$ cat config.mk
export PLATFORM = sky130hd
export DESIGN_NAME = bsc_exec
export DESIGN_NICKNAME = d
export VERILOG_FILES = /design/src/core/bsc_pkg.sv /design/src/core/bsc_watchdog.sv /design/src/core/bsc_exec.sv
export SDC_FILE = /design/constraint.sdc
export NUM_CORES = 1
export LEC_CHECK = 0
export BUFFER_PORTS_ARGS = -buffer_cell sky130_fd_sc_hd__buf_4
export CAP_MARGIN = 5
export CORE_MARGIN = 5
export CORE_UTILIZATION = 50
export DETAILED_ROUTE_END_ITERATION = 16
export PLACE_DENSITY = 0.8
export REMOVE_ABC_BUFFERS = 1
export SLEW_MARGIN = 20
export SYNTH_ARGS = -nofsm -noshare
export SYNTH_HDL_FRONTEND = slang
export SYNTH_SLANG_ARGS = --single-unit
$ cat constraint.sdc
create_clock -name i_clk -period 2.1 [get_ports i_clk]
set_input_delay 0.42 -clock i_clk [delete_from_list [all_inputs] [get_ports i_clk]]
set_output_delay 0.42 -clock i_clk [all_outputs]
set_load 0.02 [all_outputs]
$ cat src/core/bsc_pkg.sv
// Constants and types for the bit-skip, clear and compare execute slice.
// Assumes a single core clock and a synchronous register file beside it.
package bsc_pkg;

    // ****************************************
    // Widths and values
    // ****************************************
    localparam int         DATA_W        = 8;
    localparam int         ADDR_W        = 7;
    localparam int         BIT_SEL_W     = 3;
    localparam logic [7:0] ZERO_BYTE     = 8'h00;
    localparam logic [7:0] WORK_RST      = 8'h00;
    localparam logic       FLAG_RST      = 1'b0;
    localparam logic       STATUS_N_RST  = 1'b1;
    localparam logic       DEST_WORK     = 1'b0;
    localparam int         SKIP_CYCLES   = 2;
    localparam int         WDT_W_DEF     = 8;
    localparam int         DIV_W_DEF     = 8;

    // ****************************************
    // Operations
    // ****************************************
    typedef enum logic [2:0] {
        BSC_NOP,
        BSC_SKIP_IF_BIT_SET_OP,
        BSC_CLEAR_WORK_VALUE_OP,
        BSC_CLEAR_FILE_REG_OP,
        BSC_INVERT_FILE_REG_OP,
        BSC_KICK_WATCHDOG_OP,
        BSC_COMPARE_WORK_VALUE_OP
    } bsc_op_type;

endpackage : bsc_pkg

$ cat src/core/bsc_watchdog.sv
// Watchdog counter and the divider it may share with a timer.
// Assumes kick and assignment come from logic on the same clock.
`timescale 1ns/1ns
module bsc_watchdog #(
    parameter int WDT_W = bsc_pkg::WDT_W_DEF,
    parameter int DIV_W = bsc_pkg::DIV_W_DEF
) (
    // Clock and reset
    input  wire logic             i_clk,
    input  wire logic             i_srst,
    // Control
    input  wire logic             i_kick,
    input  wire logic             i_div_to_watchdog,
    // State
    output logic [WDT_W-1:0]      o_watchdog_counter,
    output logic [DIV_W-1:0]      o_shared_divider,
    output logic                  o_timeout
);
    import bsc_pkg::*;

    if (WDT_W < 1 || DIV_W < 1) begin : g_bad_width
        $error("bsc_watchdog: widths must be positive");
    end

    logic div_wrap;
    // Undivided tick when the divider belongs to the timer
    assign div_wrap = i_div_to_watchdog ? (&o_shared_divider) : 1'b1;

    always_ff @(posedge i_clk) begin
        if (i_srst) begin
            o_shared_divider <= '0;
        end else if (i_kick && i_div_to_watchdog) begin
            o_shared_divider <= '0;
        end else begin
            o_shared_divider <= o_shared_divider + 1'b1;
        end
    end

    always_ff @(posedge i_clk) begin
        if (i_srst) begin
            o_watchdog_counter <= '0;
        end else if (i_kick) begin
            o_watchdog_counter <= '0;
        end else if (div_wrap) begin
            o_watchdog_counter <= o_watchdog_counter + 1'b1;
        end
    end

    always_ff @(posedge i_clk) begin
        if (i_srst) begin
            o_timeout <= 1'b0;
        end else begin
            o_timeout <= !i_kick && div_wrap && (&o_watchdog_counter);
        end
    end
endmodule : bsc_watchdog

$ cat src/core/bsc_exec.sv
// Execute slice for bit-test skip, clears, complement, watchdog kick and
// compare. Assumes the file register read data for i_file_addr is valid
// combinationally in the cycle the operation is presented.
`timescale 1ns/1ns

// Summary of operation
// - Skip-if-set tests the addressed register bit; skips only when one.
// - Skip discards fetched next instruction, runs a nop; two cycles total.
// - Clear work value loads zero and forces zero flag to one.
// - Clear file register writes zero and sets the zero flag.
// - Invert register; result to work value if dest 0, register if 1.
// - Kick zeroes watchdog counter, and divider only when assigned to it.
// - Kick sets timeout and sleep status (active low) to one; a same-cycle timeout or sleep entry keeps its own bit at zero.
// - Compare subtracts work value from register, updates zero and carry.
// - Compare leaves work value and register unchanged.
module bsc_exec #(
    parameter int WDT_W = bsc_pkg::WDT_W_DEF,
    parameter int DIV_W = bsc_pkg::DIV_W_DEF
) (
    // Clock and reset
    input  wire logic                        i_clk,
    input  wire logic                        i_srst,
    // Instruction from fetch
    input  wire logic                        i_op_valid,
    input  wire bsc_pkg::bsc_op_type         i_op,
    input  wire logic [bsc_pkg::ADDR_W-1:0]  i_file_addr,
    input  wire logic [bsc_pkg::BIT_SEL_W-1:0] i_bit_sel,
    input  wire logic                        i_dest_sel,
    input  wire logic [bsc_pkg::DATA_W-1:0]  i_file_rdata,
    // Watchdog context
    input  wire logic                        i_div_to_watchdog,
    input  wire logic                        i_sleep_entry,
    // File register write
    output logic                             o_file_we,
    output logic [bsc_pkg::ADDR_W-1:0]       o_file_waddr,
    output logic [bsc_pkg::DATA_W-1:0]       o_file_wdata,
    // Core state
    output logic [bsc_pkg::DATA_W-1:0]       o_work_value_reg,
    output logic                             o_zero_flag,
    output logic                             o_carry_flag,
    output logic                             o_skip_next,
    output logic                             o_timeout_status_n,
    output logic                             o_sleep_status_n,
    output logic [WDT_W-1:0]                 o_watchdog_counter,
    output logic [DIV_W-1:0]                 o_shared_divider
);
    import bsc_pkg::*;

    // Counters and divider need at least one bit each
    if (WDT_W < 1 || DIV_W < 1) begin : g_bad_width
        $error("bsc_exec: widths must be positive");
    end

    // ****************************************
    // Decode
    // ****************************************
    typedef enum logic {BSC_RUN, BSC_SQUASH} bsc_state_type;

    function automatic logic bit_of(input logic [DATA_W-1:0] v,
                                    input logic [BIT_SEL_W-1:0] s);
        bit_of = v[s];
    endfunction : bit_of

    bsc_state_type state;
    logic          take;
    logic          is_skip;
    logic          is_clear_work_value_op;
    logic          is_clear_file_reg_op;
    logic          is_inv;
    logic          is_kick;
    logic          is_cmp;
    logic          skip_hit;
    logic [DATA_W-1:0] inv_val;
    logic [DATA_W:0]   cmp_diff;
    logic          timeout;

    // Instruction arriving during the squash cycle is the discarded one
    assign take     = i_op_valid && (state == BSC_RUN);
    assign is_skip  = take && (i_op == BSC_SKIP_IF_BIT_SET_OP);
    assign is_clear_work_value_op  = take && (i_op == BSC_CLEAR_WORK_VALUE_OP);
    assign is_clear_file_reg_op  = take && (i_op == BSC_CLEAR_FILE_REG_OP);
    assign is_inv   = take && (i_op == BSC_INVERT_FILE_REG_OP);
    assign is_kick  = take && (i_op == BSC_KICK_WATCHDOG_OP);
    assign is_cmp   = take && (i_op == BSC_COMPARE_WORK_VALUE_OP);
    assign skip_hit = is_skip && bit_of(i_file_rdata, i_bit_sel);
    assign inv_val  = ~i_file_rdata;
    // Ninth bit is the borrow
    assign cmp_diff = {1'b0, i_file_rdata} - {1'b0, o_work_value_reg};

    // ****************************************
    // Skip sequencing
    // ****************************************
    always_ff @(posedge i_clk) begin
        if (i_srst) begin
            state <= BSC_RUN;
        end else begin
            case (state)
                BSC_RUN: begin
                    if (skip_hit) begin
                        state <= BSC_SQUASH;
                    end
                end
                BSC_SQUASH: begin
                    state <= BSC_RUN;
                end
                default: begin
                    state <= BSC_RUN;
                end
            endcase
        end
    end

    always_ff @(posedge i_clk) begin
        if (i_srst) begin
            o_skip_next <= 1'b0;
        end else begin
            o_skip_next <= skip_hit;
        end
    end

    // ****************************************
    // Work value and file write
    // ****************************************
    always_ff @(posedge i_clk) begin
        if (i_srst) begin
            o_work_value_reg <= WORK_RST;
        end else if (is_clear_work_value_op) begin
            o_work_value_reg <= ZERO_BYTE;
        end else if (is_inv && i_dest_sel == DEST_WORK) begin
            o_work_value_reg <= inv_val;
        end
    end

    // Compare never reaches the write port
    always_ff @(posedge i_clk) begin
        if (i_srst) begin
            o_file_we    <= 1'b0;
            o_file_waddr <= '0;
            o_file_wdata <= ZERO_BYTE;
        end else begin
            o_file_we    <= is_clear_file_reg_op || (is_inv && i_dest_sel != DEST_WORK);
            o_file_waddr <= i_file_addr;
            o_file_wdata <= is_clear_file_reg_op ? ZERO_BYTE : inv_val;
        end
    end

    // ****************************************
    // Flags
    // ****************************************
    always_ff @(posedge i_clk) begin
        if (i_srst) begin
            o_zero_flag <= FLAG_RST;
        end else if (is_clear_work_value_op || is_clear_file_reg_op) begin
            o_zero_flag <= 1'b1;
        end else if (is_inv) begin
            o_zero_flag <= (inv_val == ZERO_BYTE);
        end else if (is_cmp) begin
            o_zero_flag <= (cmp_diff[DATA_W-1:0] == ZERO_BYTE);
        end
    end

    always_ff @(posedge i_clk) begin
        if (i_srst) begin
            o_carry_flag <= FLAG_RST;
        end else if (is_cmp) begin
            o_carry_flag <= ~cmp_diff[DATA_W];
        end
    end

    // ****************************************
    // Watchdog and status
    // ****************************************
    bsc_watchdog #(
        .WDT_W (WDT_W),
        .DIV_W (DIV_W)
    ) u_watchdog (
        .i_clk              (i_clk),
        .i_srst             (i_srst),
        .i_kick             (is_kick),
        .i_div_to_watchdog  (i_div_to_watchdog),
        .o_watchdog_counter (o_watchdog_counter),
        .o_shared_divider   (o_shared_divider),
        .o_timeout          (timeout)
    );

    // Hardware event wins over a kick in the same cycle
    always_ff @(posedge i_clk) begin
        if (i_srst) begin
            o_timeout_status_n <= STATUS_N_RST;
        end else if (timeout) begin
            o_timeout_status_n <= 1'b0;
        end else if (is_kick) begin
            o_timeout_status_n <= 1'b1;
        end
    end

    always_ff @(posedge i_clk) begin
        if (i_srst) begin
            o_sleep_status_n <= STATUS_N_RST;
        end else if (i_sleep_entry) begin
            o_sleep_status_n <= 1'b0;
        end else if (is_kick) begin
            o_sleep_status_n <= 1'b1;
        end
    end
endmodule : bsc_exec

== After elaboration in Yosys (flattened, before gate mapping) ==
Index checks and enable logic that the tools add are counted.
Cells by class
  reduce and logical (&&, ||, !) cells: 27
  $lt $le $gt $ge: 1
  bitwise gates (word level): 4
  $add $sub $neg: 3
  multiplexer cells: 11
  equality and inequality tests: 6
Operators with widths (number)
  $add A8 B1 Y8 const B: 2
  $logic_not A8 Y1: 2
  $reduce_and A8 Y1: 2
  $logic_and A1 B1 Y1: 13
  $eq A3 B3 Y1 const B: 3
  $mux W1: 9
  $sub A8 B8 Y9: 1
  $not A8 Y8: 1
  $reduce_or A2 Y1: 4
  $eq A3 B2 Y1 const B: 2
  $lt A3 B4 Y1 const B: 1
  $reduce_bool A2 Y1: 2
  $bmux W1 S3: 1
  $eq A3 B1 Y1 const B: 1
  $not A1 Y1: 3
  $reduce_bool A3 Y1: 1
  $logic_or A1 B1 Y1: 2
  $pmux W1 S2: 1
  $logic_not A1 Y1: 1
Word-level totals
  logic and storage cells: 65
  output and inout port bits: 45
  bits in registers: 47

== Logic depth before layout (Yosys ltp) ==
Gate-level depths: netlist of run 1.
  depth after elaboration: 6
  mapped depth: 8

== Cells and area by module ==
A second synthesis of run 1 with hierarchy kept.
Unflattened totals
  cells, all modules: 236
  area, all modules: 2173.3 um^2
Modules (own cells, without submodules)
  bsc_exec: instances 1, area an instance 1441.4 um^2, cells each 153
  bsc_watchdog: instances 1, area an instance 732.0 um^2, cells each 83

== Worst setup path before layout of run 1 ==
OpenSTA, ideal clock, no wires.
  path type: input-to-reg
  start: in i_file_rdata[0] (netlist bit)
  end: reg o_zero_flag
  data arrival time: 1.881 ns
  setup time: 0.084 ns
  cell stages on the path: 8
  buffers on the path: 0
  setup slack: 0.135 ns
  cell sequence: inv_1 ha_1 fa_1 nor2b_1 o2111ai_1 a21boi_0 o2111ai_1 o31ai_2
Between the ends
  word-level cells in the longest chain between the ends: 5
RTL lines
  start: declaration: RTL line bsc_exec.sv:29  | input wire logic [bsc_pkg::DATA_W-1:0] i_file_rdata,
  $sub A8 B8 Y9: RTL line bsc_exec.sv:88  | assign cmp_diff = {1'b0, i_file_rdata} - {1'b0, o_work_value_reg};
  $logic_not A8 Y1: RTL line bsc_exec.sv:158  | o_zero_flag <= (cmp_diff[DATA_W-1:0] == ZERO_BYTE);
  $mux W1: RTL line bsc_exec.sv:157  | end else if (is_cmp) begin
  $mux W1 (*): RTL line bsc_exec.sv:155  | end else if (is_inv) begin
  $mux W1 (*): RTL line bsc_exec.sv:153  | end else if (is_clear_work_value_op || is_clear_file_reg_op) begin
  end signal: assignment: RTL line bsc_exec.sv:156  | o_zero_flag <= (inv_val == ZERO_BYTE);
  end signal: assignment: RTL line bsc_exec.sv:158
  end: declaration: RTL line bsc_exec.sv:39  | output logic o_zero_flag,
Every way passes the cells marked *; elsewhere a longest branch is shown, timed or not. The select of a mux whose other input is x is not followed.
A chain may end at the register's enable or synchronous reset.

== Final worst setup path of run 1 ==
  start: reg o_work_value_reg[0] (netlist bit)
  end: reg o_zero_flag
Between the ends
  word-level cells in the longest chain between the ends: 5
RTL lines
  start: declaration: RTL line bsc_exec.sv:38  | output logic [bsc_pkg::DATA_W-1:0] o_work_value_reg,
  start signal: assignment: RTL line bsc_exec.sv:130  | o_work_value_reg <= inv_val;
  $sub A8 B8 Y9: RTL line bsc_exec.sv:88
  $logic_not A8 Y1: RTL line bsc_exec.sv:158
  $mux W1: RTL line bsc_exec.sv:157
  $mux W1: RTL line bsc_exec.sv:155
  $mux W1: RTL line bsc_exec.sv:153
Every way passes these cells. The select of a mux whose other input is x is not followed.

==> summary.txt, run 1 <==
Worst setup path
  • Critical Path, Cell by Cell: ha_1, fa_1, nor2b_1, o2111ai_1, a21boi_1, o2111ai_1, o31ai_2
  • CP most frequent cell: o2111ai_1
  • Crit. End Element: flip-flop
  • WS Path Type: reg2reg
  • Arr. time, crit path: between 2000 and 2500 ps
  • Critical Path RT: about 2300 ps
  • Max incr delay on CP: ~400 ps
  • CP Max Fanout: 3
  • Critical path's slowest cell: fa_1
  • Startpoint types: flip-flop

Power and ir drop
  • Power density cells: about 650 mW/mm2
  • Sequential share of power: 0.524
  • Share of power burned in combinational logic: 0.189
  • Leak pwr: 1.23 nW
  • Switching part of the total: 0.280
  • Internal cell power: 1.32 mW
  • Overall Power: about 1.8 mW
  • VDD IR-drop max: 501 uV
  • Sw power: 0.514 mW
  • Clk network pwr share: 0.288

Synthesis
  • Synth Warn #: 0
  • Largest area contributor in the netlist: dfxtp_1
  • Distinct cells, synth: 45
  • Synth top area cells: dfxtp_1 (44%), nor2_1 (6.4%), ha_1 (5.9%)
  • Post-synth top area share: 0.444
  • Mean Syn Cell Area: around 9.5 um2
  • Largest family of logic cells by synthesized area: simple AND/OR/NAND/NOR gates
  • Sequential share of the synthesized area: 0.444
  • Post-Synthesis Cells: ~220
  • Compound-Gate Fraction of Synth Area: 0.111
  • Synth Area in XOR/XNOR: 0.0702
  • Mapped cell area: between 0.002 and 0.0025 mm2
  • Adder-cell share of the synthesized area: 0.0685
  • Flops & latches, synth: between 40 and 50
  • Simple-Gate Fraction of Synth Area: 0.227
  • Multiplexer share of the synthesized area: 0.0431

Layout
  • Nets@finish: approximately 340
  • # diodes: 0
  • Footprint of the multi-input gates: 0.00110 mm2
  • Fillers: ~350
  • Area grow syn2layout: 32.8%
  • Fraction of layout cells with a size suffix above 1: 0.323
  • Final instance area: roughly 0.0028 mm2
  • Register area: 941 um2
  • Non-Filler Instances: 353

Drt
  • Routed wire length: 4960 um
  • Via Count: between 1500 and 2000
  • Vias/cell: slightly above 5
  • DRC: 0
  • DR WL/cell: about 14 um
  • First-pass iteration count of the detailed router: 4
  • Starting DRT DRC Count: 73
  • Routed Antenna Nets: 0

Flow run
  • Max-cap violations: 0

CTS
  • CTS buffer count: 5
  • Clock Sinks: 47
  • CTS H-tree lvls: 2
  • Root Buffer: clkbuf_8
  • Clock Latency Late Sink: about 300 ps
  • Worst-case clock buffer depth: 2
  • Worst-path clk slew: 80 ps
  • CTS tree: built

Floorplan
  • Die span in y: between 70 and 80 um
  • FP Rows: 23
  • Die width: 75.1 um
  • Die ar.: 0.00564 mm2
  • Starting Density: 0.522
  • # IOs: 72
  • CORE AREA: 0.00406 mm2

Place
  • Placed cells: 346
  • HPWL after DPL: ~3900 um
  • Area post-placement: between 0.002 and 0.003 mm2
  • Placer Congestion: around 0.86
  • Port bufs: 71
  • Pre-CTS WS: -101 ps

Global routing
  • GR peak layer: met2
  • M3 GR Usage: 0.0668
  • Total grt overflow: 0
  • Met2 GRT Util: 0.302
  • GR Layer Usage met1: 0.227
  • Largest net degree at the start of global routing: 17
  • Gr usage total: 0.185
  • First-pass GRT wire length: ~7900 um
  • Initial antenna violation count: 0
  • Vias in the first global route: roughly 1700

Timing
  • Fin crit period: between 1500 and 2000 ps
  • Final worst setup slack: ~120 ps
  • RSZ-0062 raised after global routing: no
  • Slew Viols, Final: 0
  • Achievable clock frequency: 504 MHz
  • Max_slew headroom: 0.610
  • Fin. Hold Viols: 0
  • Max Clock Skew: around 2.5 ps
  • Final Hold Slack: roughly 300 ps
  • Number of setup violations in the final report: 0
  • Worst Max-Slew Pin Slew: between 500 and 600 ps
  • Final Cycle Share: 0.945

Min path
  • Min-delay worst type: in2reg

Run status
  • Outcome: completed
## cells in the mapped netlist, drive strengths merged
master / number
and4: 1
nor2: 41
o2111ai: 2
o21ai: 3
mux4: 2
a21boi: 1
mux2i: 2
xor2: 13
nor3: 5
nor3b: 2
fa: 1
a21oi: 7
buf: 3
and3: 3
nor2b: 11
nand2: 11
a31oi: 3
xnor2: 4
a21o: 1
and3b: 1
o221ai: 1
o31ai: 3
o21a: 2
nand2b: 1
a311oi: 1
nor4b: 2
clkbuf: 1
nand4: 7
mux2: 2
inv: 13
nand3: 6
ha: 10
nand3b: 2
dfxtp: 47
a211oi: 8
## cells in the final DEF (no fill, tap or decap), types with 2 or more instances in the layout
cell type / n
nor2_2: 4
xor2_1: 13
nor2b_1: 11
dfxtp_1: 47
nand4_1: 7
mux4_2: 2
xnor2_1: 4
o21ai_1: 2
o2111ai_1: 2
inv_1: 13
o21a_1: 2
nand2_1: 11
and3_1: 3
a21oi_1: 7
nor3_1: 5
clkbuf_8: 5
nor2_1: 36
a31oi_1: 3
buf_4: 77
ha_1: 10
nand3_1: 5
nor4b_1: 2
nand3b_1: 2
mux2i_1: 2
a211oi_1: 8
## power groups by stage
stage          Combinational, mW  Clock [mW]  Sequential [mW]
2_1_floorplan              0.138           0             1.03
3_3_place_gp               0.340           0            0.981
3_5_place_dp               0.347           0            0.982
4_1_cts                    0.349       0.551            0.962
5_1_grt                    0.378       0.584            0.968
6_report                   0.347       0.528            0.962
## worst max-delay path: cells and delay by family, from the launching register on
kind | cells | cell delay (ps)
AND/OR/NAND/NOR | 1 | 200
flip-flops | 1 | 340
AO/OA/AOI/OAI | 4 | 760
adder cells (fa/ha/maj) | 2 | 610
## cell type report
| class | count | area share |
|---|---|---|
| Multi-Input combinational cell | 159 | 0.392 |
| Timing Repair Buffer | 77 | 0.205 |
| Clock inverter | 2 | 0.00489 |
| Sequential cell | 47 | 0.334 |
| Inverter | 13 | 0.0173 |
| Tap cell | 50 | 0.0222 |
| Clock buffer | 5 | 0.0244 |
## through the flow
| step | setup TNS, ps | util |
|---|---|---|
| after detailed placement | -179 | 0.673 |
| after global routing | 0 | 0.694 |
| final | 0 | 0.694 |
| after CTS | 0 | 0.694 |
| after global placement | -47.7 | 0.673 |
| after floorplan | 0 | - |
## worst paths after layout
check | slack [ps] | cells after the start | startpoint | endpoint
worst min register to register | 420 | 1 | u_watchdog.o_timeout | o_timeout_status_n
worst min-delay path | 300 | 2 | i_sleep_entry | o_sleep_status_n
worst max-delay path | 120 | 7 | o_work_value_reg[0] | o_zero_flag
worst max register to register | 120 | 7 | o_work_value_reg[0] | o_zero_flag
## cell families (layout without fill, tap and decap cells)
kind of cell / after synthesis / in the layout
mux: 6 / 6
simple gates: 93 / 93
buf+inv: 17 / 97
fa+ha+maj: 11 / 11
compound gates: 32 / 32
xor+xnor: 17 / 17
flops: 47 / 47
## routing by layer
metal	wire length, um	part of all wire
met4	61	0.012
met5	0	0
met1	2140	0.43
met2	2230	0.45
met3	525	0.11
## what timing repair did
action                                  CTS  global route
endpoints found under the setup margin    0             2
gates resized for setup                   0             1
hold buffers                              0             0
buffers inserted                          0             0
Note: power is estimated with default switching activity, not from simulation.
==> run 2: changes to the inputs <==
MAX_ROUTING_LAYER = met4   (was not set)
==> summary.txt, run 2 (synthesized netlist as in run 1, its figures left out) <==
Floorplan
  • Starting Density: 0.522
  • # IOs: between 70 and 80
  • FP Rows: 23
  • Die width: approximately 75 um
  • Die span in y: about 75 um
  • Die ar.: roughly 0.0056 mm2
  • CORE AREA: 0.00406 mm2

Place
  • Port bufs: 71
  • Placed cells: between 300 and 400
  • Placer Congestion: slightly below 0.9
  • Pre-CTS WS: -101 ps
  • HPWL after DPL: 3880 um

Layout
  • Most common cell after layout, fill and taps aside: buf_4
  • Non-Filler Instances: around 350
  • Footprint of the multi-input gates: 0.00110 mm2
  • # diodes: 0
  • Fillers: around 350
  • Area grow syn2layout: 32.8%
  • Fraction of layout cells with a size suffix above 1: 0.323
  • Most frequent cells in the layout: buf_4 (77), dfxtp_1 (47), nor2_1 (36)
  • Register area: roughly 940 um2
  • Nets@finish: about 340

CTS
  • Worst-path clk slew: approximately 80 ps
  • Clock Latency Late Sink: about 300 ps
  • CTS buffer count: 5
  • CTS tree: built
  • Post-CTS setup buffer count: 0
  • # hold bufs at CTS: 0
  • Root Buffer: clkbuf_8
  • Clock Sinks: 47
  • Worst-case clock buffer depth: 2
  • CTS H-tree lvls: 2
  • Post-CTS Resized: 0

Worst setup path
  • Crit. End Element: flip-flop
  • Critical Path, Cell by Cell: ha_1, fa_1, nor2b_1, o2111ai_1, a21boi_1, o2111ai_1, o31ai_2
  • CP Max Fanout: 3
  • WS Path Type: reg2reg
  • Arr. time, crit path: 2210 ps
  • Top delay family on crit path: compound AO/OA/AOI/OAI gates
  • Startpoint types: flip-flop
  • Critical path's slowest cell: fa_1
  • Max incr delay on CP: roughly 400 ps
  • CP Buf/Inv Count: 0
  • Critical Path RT: roughly 2300 ps
  • CP most frequent cell: o2111ai_1

Timing
  • Final Hold Slack: 297 ps
  • Final Cycle Share: 0.945
  • Max_slew headroom: 0.610
  • Fin. Hold Viols: 0
  • Achievable clock frequency: approximately 500 MHz
  • Worst Max-Slew Pin Slew: between 500 and 600 ps
  • Max Clock Skew: approximately 2.5 ps
  • Slew Viols, Final: 0
  • Final worst setup slack: ~120 ps
  • RSZ-0062 raised after global routing: no
  • Fin crit period: roughly 2000 ps
  • Number of setup violations in the final report: 0

Global routing
  • Gr usage total: 0.191
  • First-pass GRT wire length: about 7900 um
  • Largest net degree at the start of global routing: 17
  • Vias in the first global route: 1726
  • Total grt overflow: 0
  • Initial antenna violation count: 0

Power and ir drop
  • Internal cell power: 1.32 mW
  • Switching part of the total: 0.280
  • Sw power: 0.514 mW
  • Clk network pwr share: 0.288
  • Share of power burned in combinational logic: 0.189
  • Sequential share of power: 0.524
  • Power density cells: roughly 650 mW/mm2
  • VDD IR-drop max: 502 uV
  • Leak pwr: between 1 and 1.5 nW

Drt
  • Starting DRT DRC Count: 78
  • DR WL/cell: around 14 um
  • Via Count: 1798
  • First-pass iteration count of the detailed router: 4
  • Routed Antenna Nets: 0
  • DRC: 0
  • Routed wire length: just under 5000 um
  • Vias/cell: just over 5

Run status
  • Outcome: completed

Min path
  • Min-delay worst type: in2reg

Flow run
  • Max-cap violations: 0
-- run 2: cell counts in the layout (fill, tap and decap cells not counted) --
No cell type changed its count.
-- run 2: worst paths after layout --
check / startpoint / endpoint / slack (ps) / cells after the start
min: i_sleep_entry / o_sleep_status_n / 300 / 2
max: o_work_value_reg[0] / o_zero_flag / 120 / 7
min reg2reg: u_watchdog.o_timeout / o_timeout_status_n / 420 / 1
max reg2reg: o_work_value_reg[0] / o_zero_flag / 120 / 7
-- run 2: final cells by class --
class	instances	area share
clock buffer	5	0.0244
clock inverter	2	0.00489
inverter	13	0.0173
multi-input combinational	159	0.392
sequential	47	0.334
tap	50	0.0222
timing repair buffer	77	0.205
-- run 2: layer usage --
metal / track usage / up-vias / share of wire
met3: 0.0628 / 6 / 0.10
met2: 0.302 / 60 / 0.45
li1: - / 930 / -
met5: - / - / 0
met4: 0.0593 / 0 / 0.012
met1: 0.230 / 802 / 0.44
-- run 2: stage by stage --
stage               utilization  cell area, um2  setup TNS [ps]  power (mW)
global route              0.694            2820               0        1.93
detailed placement        0.673            2730            -179        1.33
global placement          0.673            2730           -47.7        1.32
finish                    0.694            2820               0        1.84
CTS                       0.694            2820               0        1.86
floorplan                     -            2090               0        1.17
-- run 2: power groups by stage --
stage / clock [mW] / sequential, mW / combinational [mW]
6_report: 0.528 / 0.962 / 0.347
5_1_grt: 0.584 / 0.968 / 0.378
4_1_cts: 0.551 / 0.962 / 0.349
3_5_place_dp: 0 / 0.982 / 0.347
3_3_place_gp: 0 / 0.981 / 0.340
2_1_floorplan: 0 / 1.03 / 0.138
